===== config.mk =====
export PLATFORM = sky130hd
export DESIGN_NAME = dch_top
export DESIGN_NICKNAME = d
export VERILOG_FILES = /design/src/inc/dch_pkg.sv /design/src/verilog/dch_top.sv /design/src/verilog/dch_bus_arb.sv
export SDC_FILE = /design/constraint.sdc
export NUM_CORES = 1
export LEC_CHECK = 0
export BUFFER_PORTS_ARGS = -buffer_cell sky130_fd_sc_hd__buf_4
export CAP_MARGIN = 10
export CORE_UTILIZATION = 41
export CTS_BUF_LIST = sky130_fd_sc_hd__clkbuf_8 sky130_fd_sc_hd__clkbuf_16
export CTS_CLUSTER_SIZE = 20
export DETAILED_ROUTE_END_ITERATION = 8
export PLACE_DENSITY = 0.69
export SYNTH_ARGS = -nofsm -noshare
export SYNTH_HDL_FRONTEND = slang
export SYNTH_SLANG_ARGS = --single-unit

===== constraint.sdc =====
create_clock -name CLK -period 6.6 [get_ports CLK]
set_clock_uncertainty 0.1 [all_clocks]
set_input_delay 0.33 -clock CLK [delete_from_list [all_inputs] [get_ports CLK]]
set_output_delay 0.33 -clock CLK [all_outputs]
set_load 0.02 [all_outputs]

===== src/inc/dch_pkg.sv =====
// Constants and types for the disk controller command interface
`default_nettype none
package dch_pkg;
	localparam int ADDR_W = 8;
	localparam int DATA_W = 16;
	localparam int DRIVES = 4;
	// Register byte offsets
	localparam logic [7:0] REG_VECTOR = 8'h00;
	localparam logic [7:0] REG_BASE_HI = 8'h04;
	localparam logic [7:0] REG_BASE_LO = 8'h08;
	localparam logic [7:0] REG_CONFIG = 8'h0c;
	localparam logic [7:0] REG_STATUS = 8'h10;
	localparam int CFG_ABORT = 8;
	// Parameter block word offsets, four bytes per word
	localparam logic [3:0] BLK_CMD = 4'h0;
	localparam logic [3:0] BLK_COUNT = 4'h1;
	localparam logic [3:0] BLK_TARGET = 4'h2;
	localparam logic [3:0] BLK_SECTOR = 4'h3;
	localparam logic [3:0] BLK_CYL = 4'h4;
	localparam logic [3:0] BLK_BUF = 4'h5;
	localparam logic [3:0] BLK_STAT = 4'h6;
	localparam logic [3:0] BLK_DRVCTL = 4'h8;
	localparam logic [2:0] FETCH_LAST = 3'h5;
	// Command word fields and checks
	localparam logic [7:0] CMD_READ = 8'h01;
	localparam logic [7:0] CMD_WRITE = 8'h02;
	localparam logic [7:0] CMD_FORMAT = 8'h03;
	localparam logic [7:0] CMD_SEEK = 8'h04;
	localparam logic [7:0] OPT_ILLEGAL = 8'hf0;
	localparam logic [7:0] MAX_RETRY = 8'h0f;
	// Main status byte bits
	localparam int STB_DONE = 0;
	localparam int STB_INVALID = 1;
	localparam int STB_DISKERR = 2;
	localparam int STB_ABORT = 3;
	localparam int STB_BUSY = 4;
	localparam int STB_ACTIVE = 7;
	// Internal data bus users, index 0 wins
	localparam int BUS_REG = 0;
	localparam int BUS_SLOW = 1;
	localparam int BUS_BUF = 2;
	localparam int BUS_BLK = 3;
	// Settling time unit
	localparam int CLK_NS = 50;
	localparam int TICK_NS = 1000;
	localparam int TICK_CYCLES = TICK_NS / CLK_NS;
	typedef enum logic [3:0] {
		S_IDLE = 4'h0, S_PTR = 4'h1, S_FETCH = 4'h2, S_CHECK = 4'h3, S_CLEAR = 4'h4, S_SEEK = 4'h5,
		S_SETTLE = 4'h6, S_CYL = 4'h7, S_XFER = 4'h8, S_UPDATE = 4'h9, S_FINAL = 4'ha
	} dch_state_type;
endpackage
`default_nettype wire


===== src/verilog/dch_top.sv =====
// Command interface of a four-drive disk controller
`default_nettype none
// How it works
// Host writes interrupt vector before requests.
// Host loads pointer-table base during initialisation.
// Table entry n selects drive n block.
// Drive control fields are read, never written.
// Current cylinder only written, never read.
// Static command fields untouched during command.
// Dynamic fields updated after every sector.
// Host loads and validates fields beforehand.
// Status updated per transfer, cleared on accept.
// Host leaves block alone until completion.
// Main status byte kept current for polling.
// Fetch parameters first, write results last.
// Block accesses go through the DMA port.
// Four drives, served one after another.
// Internal bus users run strictly one at a time.
// DMA and disk sides asynchronous to control. Only disk-side inputs are synchronised; DMA_ACK is used directly.
// Serial transfer excludes others once buffer DMA.
// Work scheduled as five logical operations.
// Host requests by setting drive start bit.
// Host should share service fairly.
// Lowest pending drive number served first.
// Other drive pends; same drive answered busy.
// Invalid command, options or retries terminate.
// Reset clears state and idles everything.
// No start before vector and base written.
module dch_top #(
	parameter int SECTOR_BYTES = 256
) (
	// Clock and reset
	input wire logic CLK,
	input wire logic RESET_N,
	// Register port
	input wire logic [dch_pkg::ADDR_W-1:0] ADDR,
	input wire logic [dch_pkg::DATA_W-1:0] WDATA,
	input wire logic WR,
	input wire logic RD,
	output logic [dch_pkg::DATA_W-1:0] RDATA,
	// Parameter block DMA
	output logic DMA_REQ,
	output logic DMA_WRITE,
	output logic [31:0] DMA_ADDR,
	output logic [31:0] DMA_WDATA,
	input wire logic DMA_ACK,
	input wire logic [31:0] DMA_RDATA,
	// Interrupt request
	output logic IRQ,
	output logic [7:0] IRQ_VECTOR,
	output logic [1:0] IRQ_DRIVE,
	output logic [7:0] IRQ_STATUS,
	// Drive side
	output logic SEEK_GO,
	output logic [15:0] SEEK_CYL,
	input wire logic SEEK_DONE,
	output logic DISK_GO,
	output logic [7:0] DISK_CMD,
	output logic [1:0] DISK_DRIVE,
	output logic [15:0] DISK_SECTOR,
	input wire logic DISK_DONE,
	input wire logic DISK_ERR,
	input wire logic BUF_DMA_REQ,
	output logic BUF_DMA_GNT
);
	dch_pkg::dch_state_type state, next_state;
	logic [1:0] active, next_active, low_idx;
	logic [3:0] pending, next_pending, s1, s2, s3, rise;
	logic abort, next_abort;
	logic [7:0] vec, next_vec, stat, next_stat, settle, next_settle, irq_st, next_irq_st;
	logic [15:0] base_hi, next_base_hi, base_lo, next_base_lo;
	logic [2:0] init, next_init, idx, next_idx;
	logic [31:0] blk_base, next_blk_base, cmd, next_cmd, bufadr, next_bufadr;
	logic [15:0] count, next_count, target, next_target, sector, next_sector, drvctl, next_drvctl;
	logic dma_pend, next_dma_pend, dma_we, next_dma_we, irq, next_irq;
	logic [31:0] dma_addr, next_dma_addr, dma_wdata, next_dma_wdata;
	logic seek_go, next_seek_go, disk_go, next_disk_go;
	logic [4:0] tick_cnt, next_tick_cnt;
	logic [15:0] rdata, next_rdata;
	logic [3:0] gnt, req;
	logic ack, slow_req, in_service, init_done, cmd_valid;
	logic ln, ln_we, go_fin;
	logic [3:0] ln_word;
	logic [31:0] ln_base, ln_data;
	logic [7:0] fin_bits;

	if (dch_pkg::TICK_CYCLES < 1 || dch_pkg::TICK_CYCLES > 31 || SECTOR_BYTES < 1) begin : g_check
		$error("dch_top timing or sector size out of range");
	end

	function automatic logic [3:0] fetch_word(input logic [2:0] i);
		case (i)
			3'h0: fetch_word = dch_pkg::BLK_CMD;
			3'h1: fetch_word = dch_pkg::BLK_COUNT;
			3'h2: fetch_word = dch_pkg::BLK_TARGET;
			3'h3: fetch_word = dch_pkg::BLK_SECTOR;
			3'h4: fetch_word = dch_pkg::BLK_BUF;
			default: fetch_word = dch_pkg::BLK_DRVCTL;
		endcase
	endfunction

	// Disk side runs on its own timing, so its inputs are synchronised
	always_ff @(posedge CLK or negedge RESET_N) begin
		if (!RESET_N) begin
			s1 <= 4'h0;
			s2 <= 4'h0;
			s3 <= 4'h0;
		end else begin
			s1 <= {BUF_DMA_REQ, DISK_ERR, DISK_DONE, SEEK_DONE};
			s2 <= s1;
			s3 <= s2;
		end
	end
	assign rise = s2 & ~s3;

	assign req = {dma_pend, s2[3], slow_req, WR | RD};
	dch_bus_arb #(.REQS(4)) u_arb (
		.clk(CLK),
		.reset_n(RESET_N),
		.req(req),
		.gnt(gnt)
	);
	assign DMA_REQ = dma_pend & gnt[dch_pkg::BUS_BLK];
	assign ack = DMA_REQ & DMA_ACK;
	assign BUF_DMA_GNT = gnt[dch_pkg::BUS_BUF];
	assign in_service = state != dch_pkg::S_IDLE;
	assign init_done = &init;
	assign cmd_valid = (cmd[7:0] == dch_pkg::CMD_READ || cmd[7:0] == dch_pkg::CMD_WRITE ||
		cmd[7:0] == dch_pkg::CMD_FORMAT || cmd[7:0] == dch_pkg::CMD_SEEK) &&
		(cmd[15:8] & dch_pkg::OPT_ILLEGAL) == 8'h00 && cmd[23:16] <= dch_pkg::MAX_RETRY;

	always_comb begin
		next_state = state;
		next_active = active;
		next_pending = pending;
		next_abort = abort;
		next_vec = vec;
		next_stat = stat;
		next_settle = settle;
		next_irq_st = irq_st;
		next_base_hi = base_hi;
		next_base_lo = base_lo;
		next_init = init;
		next_idx = idx;
		next_blk_base = blk_base;
		next_cmd = cmd;
		next_bufadr = bufadr;
		next_count = count;
		next_target = target;
		next_sector = sector;
		next_drvctl = drvctl;
		next_dma_pend = dma_pend & ~ack;
		next_dma_we = dma_we;
		next_dma_addr = dma_addr;
		next_dma_wdata = dma_wdata;
		next_irq = 1'b0;
		next_seek_go = 1'b0;
		next_disk_go = 1'b0;
		next_tick_cnt = 5'h0;
		next_rdata = 16'h0;
		slow_req = 1'b0;
		ln = 1'b0;
		ln_we = 1'b0;
		ln_word = dch_pkg::BLK_STAT;
		ln_base = blk_base;
		ln_data = 32'h0;
		go_fin = 1'b0;
		fin_bits = 8'h00;
		low_idx = 2'h0;
		for (int d = dch_pkg::DRIVES - 1; d >= 0; d--) begin
			if (pending[d]) begin
				low_idx = 2'(d);
			end
		end
		// Register reads, answered in the following cycle
		if (RD) begin
			case (ADDR)
				dch_pkg::REG_VECTOR: next_rdata = {8'h00, vec};
				dch_pkg::REG_BASE_HI: next_rdata = base_hi;
				dch_pkg::REG_BASE_LO: next_rdata = base_lo;
				dch_pkg::REG_CONFIG: next_rdata = {7'h00, abort, 4'h0, pending};
				dch_pkg::REG_STATUS: next_rdata = {pending, init_done, in_service, active, stat};
				default: next_rdata = 16'h0;
			endcase
		end
		unique case (state)
			dch_pkg::S_IDLE: begin
				if (init_done && pending != 4'h0) begin
					next_active = low_idx;
					next_pending[low_idx] = 1'b0;
					next_abort = 1'b0;
					next_stat = 8'h00;
					next_idx = 3'h0;
					ln = 1'b1;
					ln_base = {base_hi, base_lo};
					ln_word = {2'b00, low_idx};
					next_state = dch_pkg::S_PTR;
				end
			end
			dch_pkg::S_PTR: begin
				if (ack) begin
					next_blk_base = DMA_RDATA;
					ln = 1'b1;
					ln_base = DMA_RDATA;
					ln_word = fetch_word(3'h0);
					next_state = dch_pkg::S_FETCH;
				end
			end
			dch_pkg::S_FETCH: begin
				if (ack) begin
					case (idx)
						3'h0: next_cmd = DMA_RDATA;
						3'h1: next_count = DMA_RDATA[15:0];
						3'h2: next_target = DMA_RDATA[15:0];
						3'h3: next_sector = DMA_RDATA[15:0];
						3'h4: next_bufadr = DMA_RDATA;
						default: next_drvctl = DMA_RDATA[15:0];
					endcase
					if (idx == dch_pkg::FETCH_LAST) begin
						next_state = dch_pkg::S_CHECK;
					end else begin
						next_idx = idx + 3'h1;
						ln = 1'b1;
						ln_word = fetch_word(idx + 3'h1);
					end
				end
			end
			dch_pkg::S_CHECK: begin
				if (cmd_valid) begin
					ln = 1'b1;
					ln_we = 1'b1;
					next_state = dch_pkg::S_CLEAR;
				end else begin
					go_fin = 1'b1;
					fin_bits[dch_pkg::STB_INVALID] = 1'b1;
				end
			end
			dch_pkg::S_CLEAR: begin
				if (ack) begin
					next_stat[dch_pkg::STB_ACTIVE] = 1'b1;
					next_idx = 3'h0;
					next_state = dch_pkg::S_SEEK;
				end
			end
			dch_pkg::S_SEEK: begin
				if (idx == 3'h0) begin
					slow_req = 1'b1;
					if (gnt[dch_pkg::BUS_SLOW]) begin
						next_seek_go = 1'b1;
						next_idx = 3'h1;
					end
				end else if (rise[0]) begin
					next_settle = drvctl[7:0];
					next_state = dch_pkg::S_SETTLE;
				end
			end
			dch_pkg::S_SETTLE: begin
				next_tick_cnt = tick_cnt + 5'h1;
				if (tick_cnt == 5'(dch_pkg::TICK_CYCLES - 1)) begin
					next_tick_cnt = 5'h0;
				end
				if (settle == 8'h00) begin
					ln = 1'b1;
					ln_we = 1'b1;
					ln_word = dch_pkg::BLK_CYL;
					ln_data = {16'h0, target};
					next_state = dch_pkg::S_CYL;
				end else if (tick_cnt == 5'(dch_pkg::TICK_CYCLES - 1)) begin
					next_settle = settle - 8'h1;
				end
			end
			dch_pkg::S_CYL: begin
				if (ack) begin
					if (cmd[7:0] == dch_pkg::CMD_SEEK || count == 16'h0 || abort) begin
						go_fin = 1'b1;
						fin_bits[dch_pkg::STB_DONE] = 1'b1;
						fin_bits[dch_pkg::STB_ABORT] = abort;
					end else begin
						next_idx = 3'h0;
						next_state = dch_pkg::S_XFER;
					end
				end
			end
			dch_pkg::S_XFER: begin
				if (idx == 3'h0) begin
					next_disk_go = 1'b1;
					next_idx = 3'h1;
				end else if (rise[1]) begin
					if (s2[2]) begin
						go_fin = 1'b1;
						fin_bits[dch_pkg::STB_DISKERR] = 1'b1;
					end else begin
						next_sector = sector + 16'h1;
						next_bufadr = bufadr + 32'(SECTOR_BYTES);
						next_count = count - 16'h1;
						next_idx = 3'h0;
						ln = 1'b1;
						ln_we = 1'b1;
						ln_word = dch_pkg::BLK_SECTOR;
						ln_data = {16'h0, sector + 16'h1};
						next_state = dch_pkg::S_UPDATE;
					end
				end
			end
			dch_pkg::S_UPDATE: begin
				if (ack) begin
					next_idx = idx + 3'h1;
					if (idx == 3'h0) begin
						ln = 1'b1;
						ln_we = 1'b1;
						ln_word = dch_pkg::BLK_BUF;
						ln_data = bufadr;
					end else if (idx == 3'h1) begin
						ln = 1'b1;
						ln_we = 1'b1;
						ln_data = {24'h0, stat};
					end else if (count == 16'h0 || abort || cmd[7:0] == dch_pkg::CMD_FORMAT) begin
						go_fin = 1'b1;
						fin_bits[dch_pkg::STB_DONE] = 1'b1;
						fin_bits[dch_pkg::STB_ABORT] = abort;
					end else begin
						next_idx = 3'h0;
						next_state = dch_pkg::S_XFER;
					end
				end
			end
			dch_pkg::S_FINAL: begin
				if (ack) begin
					next_irq = 1'b1;
					next_irq_st = stat;
					next_state = dch_pkg::S_IDLE;
				end
			end
			default: next_state = dch_pkg::S_IDLE;
		endcase
		if (go_fin) begin
			next_stat = (stat & 8'h10) | fin_bits;
			ln = 1'b1;
			ln_we = 1'b1;
			ln_data = {24'h0, (stat & 8'h10) | fin_bits};
			next_state = dch_pkg::S_FINAL;
		end
		if (ln) begin
			next_dma_pend = 1'b1;
			next_dma_we = ln_we;
			next_dma_addr = ln_base + {26'h0, ln_word, 2'b00};
			next_dma_wdata = ln_data;
		end
		// Register writes; a host set wins over the hardware clear
		if (WR) begin
			case (ADDR)
				dch_pkg::REG_VECTOR: begin
					next_vec = WDATA[7:0];
					next_init[0] = 1'b1;
				end
				dch_pkg::REG_BASE_HI: begin
					next_base_hi = WDATA;
					next_init[1] = 1'b1;
				end
				dch_pkg::REG_BASE_LO: begin
					next_base_lo = WDATA;
					next_init[2] = 1'b1;
				end
				dch_pkg::REG_CONFIG: begin
					for (int d = 0; d < dch_pkg::DRIVES; d++) begin
						if (WDATA[d] && in_service && active == 2'(d)) begin
							next_stat[dch_pkg::STB_BUSY] = 1'b1;
							next_irq = 1'b1;
							next_irq_st = stat | 8'h10;
						end else if (WDATA[d]) begin
							next_pending[d] = 1'b1;
						end
					end
					if (WDATA[dch_pkg::CFG_ABORT] && in_service) begin
						next_abort = 1'b1;
					end
				end
				default: ;
			endcase
		end
	end

	// Reset clears every register and leaves the bus idle
	always_ff @(posedge CLK or negedge RESET_N) begin
		if (!RESET_N) begin
			state <= dch_pkg::S_IDLE;
			active <= 2'h0;
			pending <= 4'h0;
			abort <= 1'b0;
			vec <= 8'h00;
			stat <= 8'h00;
			settle <= 8'h00;
			irq_st <= 8'h00;
			base_hi <= 16'h0;
			base_lo <= 16'h0;
			init <= 3'h0;
			idx <= 3'h0;
			blk_base <= 32'h0;
			cmd <= 32'h0;
			bufadr <= 32'h0;
			count <= 16'h0;
			target <= 16'h0;
			sector <= 16'h0;
			drvctl <= 16'h0;
			dma_pend <= 1'b0;
			dma_we <= 1'b0;
			dma_addr <= 32'h0;
			dma_wdata <= 32'h0;
			irq <= 1'b0;
			seek_go <= 1'b0;
			disk_go <= 1'b0;
			tick_cnt <= 5'h0;
			rdata <= 16'h0;
		end else begin
			state <= next_state;
			active <= next_active;
			pending <= next_pending;
			abort <= next_abort;
			vec <= next_vec;
			stat <= next_stat;
			settle <= next_settle;
			irq_st <= next_irq_st;
			base_hi <= next_base_hi;
			base_lo <= next_base_lo;
			init <= next_init;
			idx <= next_idx;
			blk_base <= next_blk_base;
			cmd <= next_cmd;
			bufadr <= next_bufadr;
			count <= next_count;
			target <= next_target;
			sector <= next_sector;
			drvctl <= next_drvctl;
			dma_pend <= next_dma_pend;
			dma_we <= next_dma_we;
			dma_addr <= next_dma_addr;
			dma_wdata <= next_dma_wdata;
			irq <= next_irq;
			seek_go <= next_seek_go;
			disk_go <= next_disk_go;
			tick_cnt <= next_tick_cnt;
			rdata <= next_rdata;
		end
	end

	assign RDATA = rdata;
	assign DMA_WRITE = dma_we;
	assign DMA_ADDR = dma_addr;
	assign DMA_WDATA = dma_wdata;
	assign IRQ = irq;
	assign IRQ_VECTOR = vec;
	assign IRQ_DRIVE = active;
	assign IRQ_STATUS = irq_st;
	assign SEEK_GO = seek_go;
	assign SEEK_CYL = target;
	assign DISK_GO = disk_go;
	assign DISK_CMD = cmd[7:0];
	assign DISK_DRIVE = active;
	assign DISK_SECTOR = sector;
endmodule
`default_nettype wire


===== src/verilog/dch_bus_arb.sv =====
// One-at-a-time arbiter for the internal data bus
`default_nettype none
module dch_bus_arb #(
	parameter int REQS = 4
) (
	// Clock and reset
	input wire logic clk,
	input wire logic reset_n,
	// Requests and grants
	input wire logic [REQS-1:0] req,
	output logic [REQS-1:0] gnt
);
	logic [REQS-1:0] hold;
	logic [REQS-1:0] next_hold;

	if (REQS < 2) begin : g_check
		$error("dch_bus_arb needs at least two users");
	end

	// Register access is never made to wait; a holder just stalls that cycle
	always_comb begin
		gnt = '0;
		if (req[0]) begin
			gnt[0] = 1'b1;
		end else if ((hold & req) != '0) begin
			gnt = hold & req;
		end else begin
			for (int i = REQS - 1; i > 0; i--) begin
				if (req[i]) begin
					gnt = '0;
					gnt[i] = 1'b1;
				end
			end
		end
		next_hold = (req[0] ? hold : gnt) & ~{{(REQS-1){1'b0}}, 1'b1};
	end

	always_ff @(posedge clk or negedge reset_n) begin
		if (!reset_n) begin
			hold <= '0;
		end else begin
			hold <= next_hold;
		end
	end
endmodule
`default_nettype wire


Word-level counts from Yosys, hierarchy flattened
Index checks and enable logic that the tools add are counted.
{"block": "word_totals", "register_bits": 328, "latch_bits": 0, "ram_bits": 0, "mem_bits_ro": 0, "input_bits": 65, "out_inout_bits": 146, "elab_cells": 369, "mem_count": 0}
{"block": "op_classes", "add_sub_neg": 7, "n_mul": 0, "div_mod_pow": 0, "order_cmp": 3, "n_eq_ne": 71, "shifts": 0, "n_mux": 186, "bitwise": 12, "reduce_logical": 54}
{"cell": "32-bit 2-to-1 mux", "n": 10}
{"cell": "16-bit 2-to-1 mux", "n": 15}
{"cell": "32-bit case mux with 2 select lines", "n": 2}
{"cell": "4-bit 2-to-1 mux", "n": 30}
{"cell": "8-bit 2-to-1 mux", "n": 15}
{"cell": "32-bit case mux with 3 select lines", "n": 1}
{"cell": "16-bit case mux with 5 select lines", "n": 1}
{"cell": "1-bit 2-to-1 mux", "n": 67}
{"cell": "16-bit case mux with 2 select lines", "n": 2}
{"cell": "3-bit 2-to-1 mux", "n": 21}
{"cell": "3-bit != test, second input constant", "n": 21}
{"cell": "4-bit case mux with 11 select lines", "n": 1}
{"cell": "2-bit != test, second input constant", "n": 17}
{"cell": "32-bit by 6-bit adder with 32-bit output", "n": 1}
{"cell": "32-bit by 9-bit adder with 32-bit output, second input constant", "n": 1}
{"cell": "8-bit logical NOT", "n": 3}
{"cell": "4-bit case mux with 6 select lines", "n": 1}
{"cell": "3-bit case mux with 7 select lines", "n": 1}
{"cell": "4-bit case mux with 5 select lines", "n": 1}
{"cell": "19-bit AND reduction", "n": 1}
{"cell": "6-bit AND reduction", "n": 3}
{"cell": "16-bit by 1-bit adder with 16-bit output, second input constant", "n": 1}
{"cell": "4-bit by 3-bit equality test with 1-bit output, second input constant", "n": 4}
{"cell": "8-bit by 2-bit equality test with 1-bit output, second input constant", "n": 2}
{"cell": "52 further kinds", "n": 111}

Longest topological paths before layout
{"block": "depth", "depth_word": 19, "ltp_mapped": 20}

Cells and area by module
A second synthesis with hierarchy kept.
{"block": "hier_totals", "hier_cells": 1647, "area_unflattened_um2": 15910.3}
{"mod": "dch_top", "instances": 1, "cells_each": 1628, "area_per_inst_um2": 15721.3, "seq_area_each_um2": 7882.6}
{"mod": "dch_bus_arb", "instances": 1, "cells_each": 19, "area_per_inst_um2": 188.9, "seq_area_each_um2": 75.1}

Least setup slack after synthesis
Ideal clock, no wire load.
{"block": "synth_timing", "kind": "reg-to-reg", "startpoint": "register state[1]", "endpoint": "register dma_addr[28], in the netlist DMA_ADDR[28]", "t_arrival_ns": 3.682, "required_ns": 6.423, "path_slack_ns": 2.741, "stages_incl_launch_ff": 20, "n_path_buf": 7, "cell_sequence": "dfrtp_1 buf_6 or4b_1 buf_2 nor3_4 buf_4 buf_4 clkbuf_1 clkbuf_1 nand2_1 nand3_1 ha_1 fa_1 a21o_1 a21oi_1 nor4b_2 buf_4 nand4_1 xor2_1 a21oi_1"}
{"block": "synth_between", "elab_chain_cells": 11, "elab_cells_between_ends": 32}
{"element": "from (decl)", "line_no": "dch_top.sv:66", "text": "dch_pkg::dch_state_type state, next_state;"}
{"element": "from (signal assigned)", "line_no": "dch_top.sv:386", "text": "state <= dch_pkg::S_IDLE;"}
{"element": "from (signal assigned)", "line_no": "dch_top.sv:415", "text": "state <= next_state;"}
{"element": "4-bit by 3-bit equality test with 1-bit output", "line_no": "dch_top.sv:186", "text": "unique case (state)"}
{"element": "1-bit 2-to-1 mux", "line_no": "dch_top.sv:186"}
{"element": "4-bit AND", "line_no": "dch_bus_arb.sv:25", "text": "end else if ((hold & req) != '0) begin"}
{"element": "4-bit nonzero test", "line_no": "dch_bus_arb.sv:25"}
{"element": "4-bit 2-to-1 mux", "line_no": "dch_bus_arb.sv:25"}
{"element": "3-bit 2-to-1 mux", "line_no": "dch_bus_arb.sv:23", "text": "if (req[0]) begin"}
{"element": "1-bit AND", "line_no": "dch_top.sv:123", "text": "assign DMA_REQ = dma_pend & gnt[dch_pkg::BUS_BLK];"}
{"element": "1-bit AND", "line_no": "dch_top.sv:124", "text": "assign ack = DMA_REQ & DMA_ACK;"}
{"element": "2-bit 2-to-1 mux (tied with other cells)", "line_no": "dch_top.sv:306", "text": "if (ack) begin"}
{"element": "4-bit case mux with 6 select lines (tied with other cells)", "line_no": "dch_top.sv:186"}
{"element": "32-bit by 6-bit adder with 32-bit output or 1-bit 2-to-1 mux (tied branches)", "line_no": "dch_top.sv:346, dch_top.sv:336"}
{"element": "to (signal assigned)", "line_no": "dch_top.sv:436", "text": "dma_addr <= next_dma_addr;"}
{"element": "to (decl)", "line_no": "dch_top.sv:76", "text": "logic [31:0] dma_addr, next_dma_addr, dma_wdata, next_dma_wdata;"}
Parallel ways exist; a longest one is shown, timed or not.
A chain may end at the register's enable or synchronous reset.

Final worst setup path
{"block": "layout_timing", "startpoint": "register state[0]", "endpoint": "register dma_addr[14], in the netlist DMA_ADDR[14]"}
The elaborated chain is that of the path after synthesis.

==> results.md <==
* Number of global-route vias before repair at 14110
* Die Ht at 201.9 um
* Fin. Hold Viols at 0
* Fmax at 198.3 MHz
* Number of synthesized flops with an enable pin at 0
* Setup-failing EPs final at 0
* First-pass GRT wire length at 82910 um
* # resized after CTS at 0
* DR vias at 14530
* Avg Inst Size Synth at 9.539 sq um
* Die X at 201.9 um
* Rows at 72
* Worst path cell trace: or4b_1, nor3_4, nor2_1, nand2_1, nand3_1, ha_1, fa_1, a21o_1, a21oi_1, nor4b_2, buf_4, and2b_1, xnor2_1, a21oi_1
* Drt wl/cell at 21.56 um
* Reg clk slew, reported paths at 0.06 ns
* Final wirelength at 53030 um
* Final Power at 0.007472 W
* Post-layout nets at 1995
* Worst reg2reg path startpoint: state[0]$_DFFE_PN0P_
* TritonCTS sink count at 318
* WP data arrival at 5.35 ns
* Crit path depth at 14
* Synth warnings at 0
* TNS Setup at 0 ns
* Worst min-delay path endpoint: blk_base[1]$_DFFE_PN0P_
* Inserted Clock Buffers at 37
* Fillers at 3551
* Grt total ovfl at 0
* Clk buf depth at 3
* Synth area leaders: dfrtp_1 (49%), mux2_2 (6.2%), nand2_1 (5.0%)
* CTS tree: yes
* Outcome: completed
* Post-Syn Area at 16390 sq um
* Htree depth at 2
* CP Buf/Inv Count at 1
* IO buf count at 210
* Leakage power at 9.144 nW
* CORE AREA at 39010 sq um
* GR Util All Layers at 26.00%
* VDD IR-drop max at 168.6 uV
* Share of layout cells above drive strength 1 at 21.48%
* Post-CTS Repair Setup Buffers at 0
* Hold depth at 3
* Area grow syn2layout at 21.58%
* Ys async rst share at 100.0%
* DRT antenna net count at 0
* Worst reg2reg path endpoint: DMA_ADDR[14]$_DFFE_PN0P_
* Most common library cells after synthesis: dfrtp_1 (318), nand2_1 (219), nor2_1 (164)
* Hold_buf cts at 38
* Synth Register Bits at 318
* HP Class: in -> reg
* Final GP Congestion at 0.9164
* MaxCap Viol Count at 0
* Detailed-route DRC error count at 0
* Crit path max-delay family: simple AND/OR/NAND/NOR gates
* Clock Latency Late Sink at 0.56 ns
* HPWL reported at the end of detailed placement at 37880 um
* Cell count after synthesis at 1718
* DR vias/cell at 5.907
* CP startpoint kind: flip-flop
* Syn Nets at 1800
* Largest area contributor in the netlist: dfrtp_1
* Reg2Reg Setup Slack at 1.56 ns
* Min-Delay Startpoint: DMA_RDATA[1]
* CP max-delay cell: dfrtp_1
* Final Max Tran Viols at 0
* Final worst-path cycle share at 76.41%
* Most frequent CP cell: a21oi_1
* Initial antenna violation count at 0
* Largest net degree at the start of global routing at 156
* Worst Reg-to-Reg Cells at 14
* Placed cell count at 2352
* Fin cells at 2460
* Synth cell types at 79
* Die Footprint at 40780 sq um
* Clk root buf: clkbuf_16
* Iteration-0 DRC count of the detailed router at 1359
* RSZ-0062 raised after global routing: no
* CP max stage delay at 0.78 ns
* Share of the synthesized area in the top cell type at 48.56%
* Initial Utilization at 42.01%
* Worst Tran Pin Value at 1.207 ns
* Pre-Repair DR Iteration Count at 8
* Final Critical Period at 5.043 ns
* Ports at 211
* CP Capture Type: flip-flop
* PD cells at 375.0 nW/um^2
* Worst EP required at 6.91 ns
* Most frequent cell after synthesis: dfrtp_1
* Sequential area share after synthesis at 48.56%
* Slew headroom at 19.37%
* Ys flop type: dfrtp_1
* CP Max Fanout at 25
* Crit Path Class: reg -> reg
[where the power goes]
group,switching [W],internal (W)
Clock,0.000837,0.00128
Sequential,0.000481,0.00237
Combinational,0.00154,0.000958
[worst max-delay path by stage]
stage / startpoint / end
2_1_floorplan: state[1]$_DFFE_PN0P_ / DMA_ADDR[28]$_DFFE_PN0P_
3_3_place_gp: state[0]$_DFFE_PN0P_ / DMA_ADDR[14]$_DFFE_PN0P_
3_5_place_dp: state[0]$_DFFE_PN0P_ / DMA_ADDR[14]$_DFFE_PN0P_
4_1_cts: state[0]$_DFFE_PN0P_ / DMA_ADDR[30]$_DFFE_PN0P_
5_1_grt: state[0]$_DFFE_PN0P_ / DMA_ADDR[14]$_DFFE_PN0P_
6_report: state[0]$_DFFE_PN0P_ / DMA_ADDR[14]$_DFFE_PN0P_
[sequential cells by signal (all words and copies together), names as in the netlist, 4 cells and up]
register / count
base_lo: 16
s2: 4
IRQ_STATUS: 8
DMA_WDATA: 32
drvctl: 8
stat: 6
settle: 8
cmd: 16
RDATA: 16
pending: 4
blk_base: 32
IRQ_VECTOR: 8
base_hi: 16
DMA_ADDR: 32
count: 16
tick_cnt: 5
s1: 4
SEEK_CYL: 16
state: 4
DISK_SECTOR: 16
bufadr: 32
[routing by layer]
metal	vias to the layer above	global-route usage [%]	part of all wire (%)
li1	6602	-	-
met1	7227	36.29	44
met2	591	40.57	46
met3	111	4.805	6.8
met4	0	8.793	3.0
met5	-	0	0
[area by class of cell]
type,instances,area [sq um],share of cell area (%)
Tap cell,518,648.1,3.253
Sequential cell,318,7958,39.94
Antenna cell,1,2.502,0.01256
Inverter,35,131.4,0.6593
Clock buffer,47,1086,5.451
Clock inverter,20,173.9,0.8728
Timing Repair Buffer,273,2167,10.88
Multi-Input combinational cell,1248,7759,38.94
[metrics by stage]
| step | hold slack (ns) | setup WS, ns | util [%] | cell area, sq um |
|---|---|---|---|---|
| final | 0.02095 | 1.557 | 51.08 | 19930 |
| after global routing | 0.01063 | 1.287 | 51.07 | 19920 |
| after CTS | 0.002502 | 1.579 | 51.03 | 19910 |
| after detailed placement | 0.2357 | 1.591 | 46.82 | 18270 |
| after global placement | 0.2401 | 1.754 | 46.82 | 18270 |
| after floorplan | -0.06559 | 2.741 | - | 16390 |
[kinds of logic after synthesis]
family / count (synthesis) / synth area share, %
AND/OR/NAND/NOR: 634 / 18.92
multiplexers: 98 / 6.749
flip-flops: 318 / 48.56
AO/OA/AOI/OAI: 457 / 17.87
buffers and inverters: 152 / 4.314
adder cells (fa/ha/maj): 17 / 1.344
XOR/XNOR: 42 / 2.245
[worst min-delay path, cell delays in order]
cell     delay (ns)
buf_4          0.16
nand2_1        0.09
nand2_1        0.05
[cells in the final DEF, fill, tap and decap left out, types with 21 or more instances in the layout]
master	synthesis	layout
dfrtp_1	318	318
buf_4	16	232
nand2_1	219	219
nor2_1	164	163
o21ai_0	136	136
a21oi_1	119	119
mux2_2	90	90
nand3_1	49	49
nand4_1	46	46
inv_1	35	41
clkbuf_16	0	39
dlygate4sd3_1	0	39
nor3_1	36	34
a22o_1	28	28
o22ai_1	23	23
xnor2_1	21	21
xor2_1	21	21
(Power assumes the default switching activity.)
